<file path="src/rtl/rbm_pkg.sv">
// Package for the reset and boot mode select block: constants, modes, timing.
// Assumes a single 100 MHz clock domain and an active-low asynchronous reset.
//
// Functional notes
// - System reset initializes all but test logic.
// - In reset: resets asserted, oscillator runs, PLL off.
// - Test reset clears only factory test logic.
// - Boot select pins captured at reset release.
// - Code 0001: master boot, two-wire ROM port 0.
// - Code 0111: fast asynchronous slave boot.
// - Code 1100: two-wire port 1 slave boot.
// - ROM master boot starts 2650000 ns after release; boot_start is raised only for code 0001, never for SPI ROM code 0010.
package rbm_pkg;

    localparam int unsigned CLK_PERIOD_NS = 10;

    localparam int unsigned ROM_BOOT_START_DELAY_NS = 2650000;
    localparam int unsigned ROM_BOOT_START_CYCLES = ROM_BOOT_START_DELAY_NS / CLK_PERIOD_NS;
    localparam int unsigned HOST_BOOT_READY_DELAY_NS = 2400000;
    localparam int unsigned HOST_BOOT_READY_CYCLES =
        (HOST_BOOT_READY_DELAY_NS + CLK_PERIOD_NS - 1) / CLK_PERIOD_NS;

    localparam int unsigned DLY_W = 22;

    localparam logic [3:0] BMS_TWI_ROM = 4'h1;
    localparam logic [3:0] BMS_SPI_ROM = 4'h2;
    localparam logic [3:0] BMS_SPI_SLV = 4'h3;
    localparam logic [3:0] BMS_ASYNC_SLV = 4'h7;
    localparam logic [3:0] BMS_TWI_SLV = 4'hC;

    localparam logic [6:0] TWI_SLAVE_ADDR = 7'h45;
    localparam int unsigned TWI_ROM_KBPS = 400;
    localparam int unsigned ASYNC_KBPS = 384;

    typedef enum logic [2:0] {
        RBM_MODE_NONE,
        RBM_MODE_TWI_ROM,
        RBM_MODE_SPI_ROM,
        RBM_MODE_SPI_SLV,
        RBM_MODE_ASYNC_SLV,
        RBM_MODE_TWI_SLV
    } rbm_mode_e;

    typedef enum logic [1:0] {
        RBM_ST_RESET,
        RBM_ST_WAIT,
        RBM_ST_BOOT
    } rbm_state_e;

    function automatic rbm_mode_e rbm_decode(input logic [3:0] code);
        rbm_mode_e m;
        m = RBM_MODE_NONE;
        case (code)
            BMS_TWI_ROM: m = RBM_MODE_TWI_ROM;
            BMS_SPI_ROM: m = RBM_MODE_SPI_ROM;
            BMS_SPI_SLV: m = RBM_MODE_SPI_SLV;
            BMS_ASYNC_SLV: m = RBM_MODE_ASYNC_SLV;
            BMS_TWI_SLV: m = RBM_MODE_TWI_SLV;
            default: m = RBM_MODE_NONE;
        endcase
        return m;
    endfunction : rbm_decode

endpackage : rbm_pkg

</file>
<file path="src/rtl/rbm_sync.sv">
// Two-flop synchroniser for a bus of pin levels.
// Assumes clock and rst_b of the receiving domain.
`timescale 1ns/10ps
`default_nettype none
module rbm_sync #(
    parameter int unsigned W = 1,
    parameter logic [W-1:0] RST_VAL = '0
) (
    input wire logic clock,          // Domain clock
    input wire logic rst_b,          // Async reset, active low
    input wire logic [W-1:0] d,      // Raw pin levels
    output logic [W-1:0] q           // Synchronised levels
);
    typedef struct packed {
        logic [W-1:0] s1;
        logic [W-1:0] s2;
    } rbm_sync_s;

    rbm_sync_s st_q;
    rbm_sync_s st_d;

    always_comb begin
        st_d.s1 = d;
        st_d.s2 = st_q.s1;
    end

    always_ff @(posedge clock or negedge rst_b) begin
        if (!rst_b) begin
            st_q <= {RST_VAL, RST_VAL};
        end else begin
            st_q <= st_d;
        end
    end

    assign q = st_q.s2;
endmodule : rbm_sync
`default_nettype wire

</file>
<file path="src/rtl/rbm_top.sv">
// Reset sequencer and boot mode selector.
// Assumes system_reset_n and test_logic_reset_n are raw pins and boot_select_pins
// are board straps; rst_b is the power-on reset of this clock domain.
`timescale 1ns/10ps
`default_nettype none
module rbm_top
    import rbm_pkg::*;
#(
    parameter int unsigned ROM_START_CYCLES = ROM_BOOT_START_CYCLES,
    parameter int unsigned HOST_READY_CYCLES = HOST_BOOT_READY_CYCLES
) (
    input wire logic clock,                   // 100 MHz clock from crystal
    input wire logic rst_b,                   // Power-on reset, active low
    input wire logic system_reset_n,          // System reset pin
    input wire logic test_logic_reset_n,      // Test reset pin
    input wire logic [3:0] boot_select_pins,  // Boot mode straps
    output logic sys_rst_b,                   // Internal system reset, active low
    output logic test_rst_b,                  // Factory test reset, active low
    output logic osc_en,                      // Crystal oscillator enable
    output logic pll_en,                      // PLL enable
    output logic [3:0] boot_code,             // Captured strap code
    output logic boot_code_valid,             // Strap captured since release
    output logic boot_reserved,               // Captured code is reserved
    output logic twi0_master_en,              // Two-wire port 0 master ROM boot
    output logic spi_master_en,               // SPI master ROM boot
    output logic spi_slave_en,                // SPI slave boot
    output logic async_slave_en,              // Fast async slave boot
    output logic twi1_slave_en,               // Two-wire port 1 slave boot
    output logic [6:0] twi1_slave_addr,       // Slave address on port 1
    output logic boot_start,                  // Start fetching image, level
    output logic host_window_open             // Host may start boot transfer
);
    typedef struct packed {
        logic sys_rst_b;
        logic test_rst_b;
        logic pll_en;
        logic [3:0] code;
        logic valid;
        logic reserved;
        rbm_mode_e mode;
        rbm_state_e state;
        logic [DLY_W-1:0] cnt;
        logic start;
        logic host_ok;
        logic osc_en;
        logic [4:0] mode_en;
        logic [6:0] addr;
    } rbm_top_s;

    rbm_top_s st_q;
    rbm_top_s st_d;
    logic sys_n_s;
    logic trst_n_s;
    logic [3:0] bms_s;

    rbm_sync #(.W(2), .RST_VAL(2'h0)) u_rst_sync (
        .clock(clock),
        .rst_b(rst_b),
        .d({system_reset_n, test_logic_reset_n}),
        .q({sys_n_s, trst_n_s})
    );

    rbm_sync #(.W(4), .RST_VAL(4'hF)) u_bms_sync (
        .clock(clock),
        .rst_b(rst_b),
        .d(boot_select_pins),
        .q(bms_s)
    );

    always_comb begin
        st_d = st_q;
        st_d.test_rst_b = trst_n_s;
        st_d.start = 1'b0;
        case (st_q.state)
            RBM_ST_RESET: begin
                st_d.sys_rst_b = 1'b0;
                st_d.pll_en = 1'b0;
                st_d.cnt = '0;
                st_d.host_ok = 1'b0;
                if (sys_n_s) begin
                    st_d.code = bms_s;
                    st_d.valid = 1'b1;
                    st_d.mode = rbm_decode(bms_s);
                    st_d.reserved = (rbm_decode(bms_s) == RBM_MODE_NONE);
                    st_d.sys_rst_b = 1'b1;
                    st_d.pll_en = 1'b1;
                    st_d.state = RBM_ST_WAIT;
                end
            end
            RBM_ST_WAIT: begin
                st_d.cnt = st_q.cnt + DLY_W'(1);
                if (st_q.cnt == DLY_W'(HOST_READY_CYCLES - 1)) begin
                    st_d.host_ok = 1'b1;
                end
                if (st_q.cnt == DLY_W'(ROM_START_CYCLES - 1)) begin
                    st_d.start = (st_q.mode == RBM_MODE_TWI_ROM);
                    st_d.state = RBM_ST_BOOT;
                end
            end
            RBM_ST_BOOT: begin
                st_d.start = (st_q.mode == RBM_MODE_TWI_ROM);
                st_d.host_ok = 1'b1;
            end
            default: st_d.state = RBM_ST_RESET;
        endcase
        if (!sys_n_s) begin
            st_d.sys_rst_b = 1'b0;
            st_d.pll_en = 1'b0;
            st_d.valid = 1'b0;
            st_d.start = 1'b0;
            st_d.host_ok = 1'b0;
            st_d.cnt = '0;
            st_d.state = RBM_ST_RESET;
        end
        // Oscillator keeps running through system reset
        st_d.osc_en = 1'b1;
        st_d.addr = TWI_SLAVE_ADDR;
        // Mode enables registered from the next code state so outputs stay flops
        st_d.mode_en = '0;
        if (st_d.valid) begin
            st_d.mode_en = {st_d.mode == RBM_MODE_TWI_ROM,
                            st_d.mode == RBM_MODE_SPI_ROM,
                            st_d.mode == RBM_MODE_SPI_SLV,
                            st_d.mode == RBM_MODE_ASYNC_SLV,
                            st_d.mode == RBM_MODE_TWI_SLV};
        end
    end

    always_ff @(posedge clock or negedge rst_b) begin
        if (!rst_b) begin
            st_q <= '{sys_rst_b: 1'b0, test_rst_b: 1'b0, pll_en: 1'b0, code: 4'h0,
                      valid: 1'b0, reserved: 1'b0, mode: RBM_MODE_NONE,
                      state: RBM_ST_RESET, cnt: '0, start: 1'b0, host_ok: 1'b0,
                      osc_en: 1'b1, mode_en: 5'h00, addr: TWI_SLAVE_ADDR};
        end else begin
            st_q <= st_d;
        end
    end

    assign sys_rst_b = st_q.sys_rst_b;
    assign test_rst_b = st_q.test_rst_b;
    assign osc_en = st_q.osc_en;
    assign pll_en = st_q.pll_en;
    assign boot_code = st_q.code;
    assign boot_code_valid = st_q.valid;
    assign boot_reserved = st_q.reserved;
    assign twi0_master_en = st_q.mode_en[4];
    assign spi_master_en = st_q.mode_en[3];
    assign spi_slave_en = st_q.mode_en[2];
    assign async_slave_en = st_q.mode_en[1];
    assign twi1_slave_en = st_q.mode_en[0];
    assign twi1_slave_addr = st_q.addr;
    assign boot_start = st_q.start;
    assign host_window_open = st_q.host_ok;
endmodule : rbm_top
`default_nettype wire

</file>
<file path="config.mk">
export PLATFORM = sky130hd
export DESIGN_NAME = rbm_top
export DESIGN_NICKNAME = d
export VERILOG_FILES = /design/src/rtl/rbm_pkg.sv /design/src/rtl/rbm_sync.sv /design/src/rtl/rbm_top.sv
export SDC_FILE = /design/constraint.sdc
export NUM_CORES = 1
export LEC_CHECK = 0
export ABC_CLOCK_PERIOD_IN_PS = 2800
export BUFFER_PORTS_ARGS = -buffer_cell sky130_fd_sc_hd__buf_2
export CAP_MARGIN = 20
export CORE_UTILIZATION = 62
export DETAILED_ROUTE_END_ITERATION = 12
export PLACE_DENSITY_LB_ADDON = 0.05
export SYNTH_ARGS = -nofsm -noshare
export SYNTH_HDL_FRONTEND = slang
export SYNTH_SLANG_ARGS = --single-unit
</file>
<file path="constraint.sdc">
create_clock -name clock -period 2.8 [get_ports clock]
set_input_delay 0 -clock clock [delete_from_list [all_inputs] [get_ports clock]]
set_output_delay 0 -clock clock [all_outputs]
set_load 0.02 [all_outputs]
</file>
==> flow_summary.ini, run 1 <==
[global_routing]
grt.total_usage_pct = 25.5
grt_antenna_before_repair = 0
maximum_number_of_pins_on_one_net_before_global_route_repair = 38
vias_in_the_first_global_route = 1803
grt_first_pass_wirelength_microns = 8560
gr-total-overflow = 0

[setup_path]
crit_arrival_ns = 2.48
critical_path_required_ns = 3.05
r2r_slack_ns = 0.58
worstSetupStartpointType = register
reg2regPathDepth = 6
critical_path.slowest_cell = sky130_fd_sc_hd__nor4_1
timing.critical_path.fanout_max = 15
regToRegStartpoint = st_q[38]
worst_setup_path_end_kind = register
worstSetupPathType = reg2reg
critical-path-max-stage-delay_ns = 0.66
path_cells = inv_1 -> ha_1 -> nand2_1 -> nor4_1 -> a21oi_1 -> a31oi_1
crit_reg_reg_endpoint = st_q[26]

[clock_tree]
clk_transition_reported_paths_ns = 0.11
numClockSinks = 55
max-clock-path-buffers = 2
postCtsResizedCells = 0
cts-root-buf = sky130_fd_sc_hd__clkbuf_8
cts_inserted_buffers = 5
htreeDepth = 2
tritoncts = yes
worstSkewPairLatency_ns = 0.32

[floorplanning]
dieHeight_microns = 68.3
std_cell_rows = 23
core_area_sq_um = 4120
starting_density_pct = 66.2
fp.dieArea_sq_um = 4660
top_level_ports = 32
floorplan.die.width_microns = 68.3

[detailed_routing]
avgRoutedWirePerCell_microns = 15.9
drtAntennaViolNets = 0
overall_routed_net_length_microns = 5460
first_pass_detailed_route_iteration_total = 4
dr_iter_0_viols = 285
detailroute.via_count = 2102
drc = 0
viasPerCell = 6.13

[cells_and_area]
most_common_cell_after_layout_fill_and_taps_aside = sky130_fd_sc_hd__dfrtp_1
drive_gt1_share_pct = 17.4
layout_common_cells = sky130_fd_sc_hd__dfrtp_1, sky130_fd_sc_hd__nand2_1, sky130_fd_sc_hd__buf_2
flow.area_growth_from_synthesis_pct = 8.45
diodes = 0
fin_nets = 305

[synth]
synth_cell_type_count = 50
synth.avg_cell_area_sq_um = 9.98
synth-main-ff-cell = sky130_fd_sc_hd__dfrtp_1
postSynthRegisterBits = 55
synthArstFlopShare_pct = 100
syn-cell-area_sq_um = 2720
yosys_warnings = 0
synth_sequential_area_ratio_pct = 50.9
number_of_instances_in_the_synthesized_netlist = 273
count_of_flip_flops_with_a_built_in_enable_after_synthesis = 0

[sta]
fin_hold_ws_ns = 0.126
finalClockSkew_ns = 0.0114
finalHoldViolCount = 0
maxSlewHeadroom_pct = 41.1
layout_worst_path_cycle_share_pct = 79.4
timing.final.ws_setup_ns = 0.578
tns_ns = 0
max_clock_freq_mhz = 450
timing.final.crit_period_ns = 2.22
timing_max_transition_violations_final = 0
rsz0062_at_grt = false
worst-slew-pin-transition_ns = 0.876
number_of_setup_violations_in_the_final_report = 0

[placed_design]
last_weighted_congestion_value_of_the_routability_driven_placer = 0.900
detailedPlace.worstSlack_ns = 0.652
place.port_buffers = 23
dp.final_hpwl_microns = 3710

[pwr]
power.ir.vdd_worst_uv = 525
power.density_cell_area_nw_per_um2 = 677
leakage_nw = 1.29

[outcome]
run_status = finished, final reports clean

[run]
max-cap-violations = 0

[min_path]
worstHoldPathType = in2async
==> repair_timing <==
item	4_1_cts	5_1_grt
hold buffers	7	0
endpoints found under the hold margin	24	0
buffers inserted	0	0
==> where the power goes <==
| part | leakage [nW] | internal (W) | switching, W | total (W) |
|---|---|---|---|---|
| clock | 0.0519 | 0.000190 | 0.000287 | 0.000477 |
| sequential | 0.708 | 0.000894 | 0.0000549 | 0.000949 |
| combinational | 0.532 | 0.000207 | 0.000366 | 0.000573 |
==> stage by stage <==
step	instance area [sq um]	utilization (%)	std cells	power, W
2_1_floorplan	2750	-	279	0.00141
5_1_grt	2950	71.8	343	0.00211
4_1_cts	2950	71.8	343	0.00201
3_5_place_dp	2780	67.6	328	0.00153
6_report	2950	71.8	343	0.00200
3_3_place_gp	2780	67.6	328	0.00151
==> sequential cells by signal, indices dropped and copies added (netlist names) <==
signal	count
boot_code_valid	1
host_window_open	1
boot_start	1
boot_code	4
pll_en	1
u_bms_sync.q	4
twi1_slave_en	1
st_q	27
sys_rst_b	1
spi_master_en	1
u_bms_sync.st_d	4
u_rst_sync.q	2
boot_reserved	1
u_rst_sync.st_d	2
async_slave_en	1
twi0_master_en	1
test_rst_b	1
spi_slave_en	1
==> worst max-delay path: cells and delay by family, from the launching register on <==
kind,cells,cell delay (ns)
fa+ha+maj,1,0.30
flops,1,0.41
simple gates,2,1.03
buf+inv,1,0.11
compound gates,2,0.31
==> cells by family (layout without fill, tap and decap cells) <==
logic type      count (synthesis)  in the layout  synth area share, %
buf+inv                        34             48                 7.17
compound gates                 69             69                 16.2
flops                          55             55                 50.9
fa+ha+maj                       5              5                 2.30
simple gates                  102            102                 20.9
other cells                     2              8                0.276
mux                             6              6                 2.34
==> area by class of cell <==
cell class | count | area [sq um]
Timing Repair Buffer | 34 | 215
Sequential cell | 55 | 1390
Inverter | 6 | 22.5
Fill cell | 309 | 1160
Tap cell | 50 | 62.6
Clock inverter | 3 | 33.8
Clock buffer | 5 | 68.8
Multi-Input combinational cell | 190 | 1160
==> worst max-delay path by stage <==
stage	to	cells after the start	startpoint	slack, ns
finish	st_q[26]	6	st_q[38]	0.58
global placement	st_q[24]	6	st_q[38]	0.73
CTS	st_q[24]	6	st_q[38]	0.61
detailed placement	st_q[24]	6	st_q[38]	0.65
global route	st_q[26]	6	st_q[38]	0.37
floorplan	st_q[27]	7	st_q[37]	1.08
==> per-layer routing <==
metal	vias to the layer above	global-route usage (%)	share of wire, %	routed length, microns
met5	-	0	0	0
met4	0	9.64	1.7	94
met3	8	5.67	5.8	315
met2	76	35.7	43	2350
met1	997	38.3	50	2700
li1	1021	-	-	-
==> cells in the mapped netlist, types with 4 or more instances <==
cell                       number  area [sq um]
sky130_fd_sc_hd__a31oi_1       15          93.8
sky130_fd_sc_hd__dfrtp_1       47          1180
sky130_fd_sc_hd__nand4_1        5          31.3
sky130_fd_sc_hd__ha_1           5          62.6
sky130_fd_sc_hd__nand2_1       33           124
sky130_fd_sc_hd__dfstp_2        8           210
sky130_fd_sc_hd__buf_4         14           105
sky130_fd_sc_hd__buf_2          4          20.0
sky130_fd_sc_hd__and3_1         4          25.0
sky130_fd_sc_hd__o21ai_0       22           110
sky130_fd_sc_hd__nor2_1         8          30.0
sky130_fd_sc_hd__nand3_1        8          40.0
sky130_fd_sc_hd__a21oi_1        8          40.0
sky130_fd_sc_hd__nor3_1        11          55.1
sky130_fd_sc_hd__clkbuf_1       7          26.3
sky130_fd_sc_hd__nor4_1         6          37.5
sky130_fd_sc_hd__o21a_1         4          30.0
sky130_fd_sc_hd__inv_1          6          22.5
sky130_fd_sc_hd__nor3b_1        4          30.0
Note: power is estimated with default switching activity, not from simulation.
==> run 2: changes to the inputs <==
--- a/config.mk
+++ b/config.mk
@@ -5,10 +5,10 @@
 export SDC_FILE = /design/constraint.sdc
 export NUM_CORES = 1
 export LEC_CHECK = 0
-export ABC_CLOCK_PERIOD_IN_PS = 2800
+export ABC_CLOCK_PERIOD_IN_PS = 2200
 export BUFFER_PORTS_ARGS = -buffer_cell sky130_fd_sc_hd__buf_2
 export CAP_MARGIN = 20
-export CORE_UTILIZATION = 62
+export CORE_UTILIZATION = 58
 export DETAILED_ROUTE_END_ITERATION = 12
 export PLACE_DENSITY_LB_ADDON = 0.05
 export SYNTH_ARGS = -nofsm -noshare
==> constraint.sdc (replaced) <==
create_clock -name clock -period 2.2 [get_ports clock]
set_input_delay 0 -clock clock [delete_from_list [all_inputs] [get_ports clock]]
set_output_delay 0 -clock clock [all_outputs]
set_load 0.02 [all_outputs]
==> run 2 against run 1 <==
Compared with the run above: worst setup slack got worse by 0.31 ns; combinational power rose by 27%; fmax rose by 15%; first-iteration DRC count fell by 29%; final area rose by 1.1%; sequential cell count did not move; largest cell class unchanged.
==> flow_summary.ini, run 2 (synthesis results as in run 1) <==
[outcome]
run_status = finished, final reports clean

[clock_tree]
worstSkewPairLatency_ns = 0.31
htreeDepth = 2
tritoncts = yes
max-clock-path-buffers = 2
cts_inserted_buffers = 5
numClockSinks = 55
cts-root-buf = sky130_fd_sc_hd__clkbuf_8
clk_transition_reported_paths_ns = 0.11

[setup_path]
crit_arrival_ns = 2.16
path_cells = inv_1 -> ha_1 -> nand2_1 -> nand2_1 -> o21a_1 -> inv_1 -> nor3b_1
path_depth = 7
critical_path_required_ns = 2.43
path_delay_family = simple AND/OR/NAND/NOR gates
crit_buf_inv = 2
timing.critical_path.fanout_max = 11
worstSetupPathType = reg2reg
critical-path-max-stage-delay_ns = 0.44
reg2regPathDepth = 7
worst_setup_path_end_kind = register
worstSetupStartpointType = register
critical_path.slowest_cell = sky130_fd_sc_hd__dfrtp_1

[global_routing]
vias_in_the_first_global_route = 1786
grt.total_usage_pct = 22.2
grt_first_pass_wirelength_microns = 8620
maximum_number_of_pins_on_one_net_before_global_route_repair = 34
grt_antenna_before_repair = 0
gr-total-overflow = 0

[placed_design]
dp.final_hpwl_microns = 3660
last_weighted_congestion_value_of_the_routability_driven_placer = 0.812
detailedPlace.worstSlack_ns = 0.298
place.port_buffers = 23
post_dp_cell_area_sq_um = 2810

[cells_and_area]
fillCellCount = 357
most_common_cell_after_layout_fill_and_taps_aside = sky130_fd_sc_hd__dfrtp_1
fin_nets = 309
largest-register = st_q
drive_gt1_share_pct = 18.5
largest_register_ff_count = 27
postLayoutCellArea_sq_um = 2990
diodes = 0
flow.area_growth_from_synthesis_pct = 9.65
layout_common_cells = sky130_fd_sc_hd__dfrtp_1, sky130_fd_sc_hd__nand2_1, sky130_fd_sc_hd__buf_2

[floorplanning]
core_area_sq_um = 4440
floorplan.die.width_microns = 70.5
fp.dieArea_sq_um = 4970
std_cell_rows = 24
dieHeight_microns = 70.5
starting_density_pct = 61.3
top_level_ports = 32

[detailed_routing]
avgRoutedWirePerCell_microns = 14.8
viasPerCell = 5.98
drc = 0
first_pass_detailed_route_iteration_total = 4
drtAntennaViolNets = 0
overall_routed_net_length_microns = 5180
dr_iter_0_viols = 201
detailroute.via_count = 2086

[sta]
rsz0062_at_grt = false
finalHoldViolCount = 0
timing_max_transition_violations_final = 0
finalClockSkew_ns = 0.00541
number_of_setup_violations_in_the_final_report = 0
tns_ns = 0
fin_hold_ws_ns = 0.0158
layout_worst_path_cycle_share_pct = 87.9
timing.final.crit_period_ns = 1.93
max_clock_freq_mhz = 517
timing.final.ws_setup_ns = 0.266

[pwr]
leakage_nw = 1.31
power.ir.vdd_worst_uv = 547
power.density_cell_area_nw_per_um2 = 850
fin_total_pwr_w = 0.00254

[run]
max-cap-violations = 0

[min_path]
worstHoldPathType = in2async
## run 2: power breakdown
part	internal, W	leakage, nW	switching [W]	total, W
registers	0.00114	0.708	0.0000731	0.00121
logic	0.000269	0.552	0.000460	0.000730
clock network	0.000242	0.0519	0.000355	0.000598
## run 2: final timing paths
path | startpoint | endpoint | slack (ns)
worst max-delay path | st_q[37] | async_slave_en | 0.27
worst min-delay path | rst_b | st_q[36] | 0.02
worst max register to register | st_q[37] | async_slave_en | 0.27
worst min register to register | u_bms_sync.st_d[2] | u_bms_sync.q[2] | 0.36
max in group asynchronous | rst_b | u_bms_sync.st_d[3] | 1.55
min in group clock | boot_select_pins[2] | u_bms_sync.st_d[2] | 0.32
## run 2: stage by stage
stage,cells,utilization [%]
after floorplan,279,-
after global placement,334,63.3
after detailed placement,334,63.3
after CTS,349,67.2
after global routing,349,67.2
final,349,67.2
## run 2: area by class of cell
| class | instances | area (sq um) | area share [%] |
|---|---|---|---|
| Clock buffer | 5 | 68.8 | 2.30 |
| Multi-Input combinational cell | 190 | 1160 | 39.0 |
| Inverter | 6 | 22.5 | 0.754 |
| Timing Repair Buffer | 38 | 245 | 8.21 |
| Sequential cell | 55 | 1390 | 46.4 |
| Clock inverter | 3 | 33.8 | 1.13 |
| Tap cell | 52 | 65.1 | 2.18 |
## run 2: what timing repair did
action                                  4_1_cts  5_1_grt
resized for setup                             0        0
hold buffers                                  7        0
endpoints found under the setup margin        0        0
buffers inserted                              0        0
hold endpoints to repair                     56        0
## run 2: metal layers
layer  vias up  share of wire (%)  track usage (%)
li1       1025                  -                -
met1       979                 52             34.6
met2        75                 41             30.7
met3         7                5.5             5.70
met4         0                1.4             6.22
met5         -                  0                0
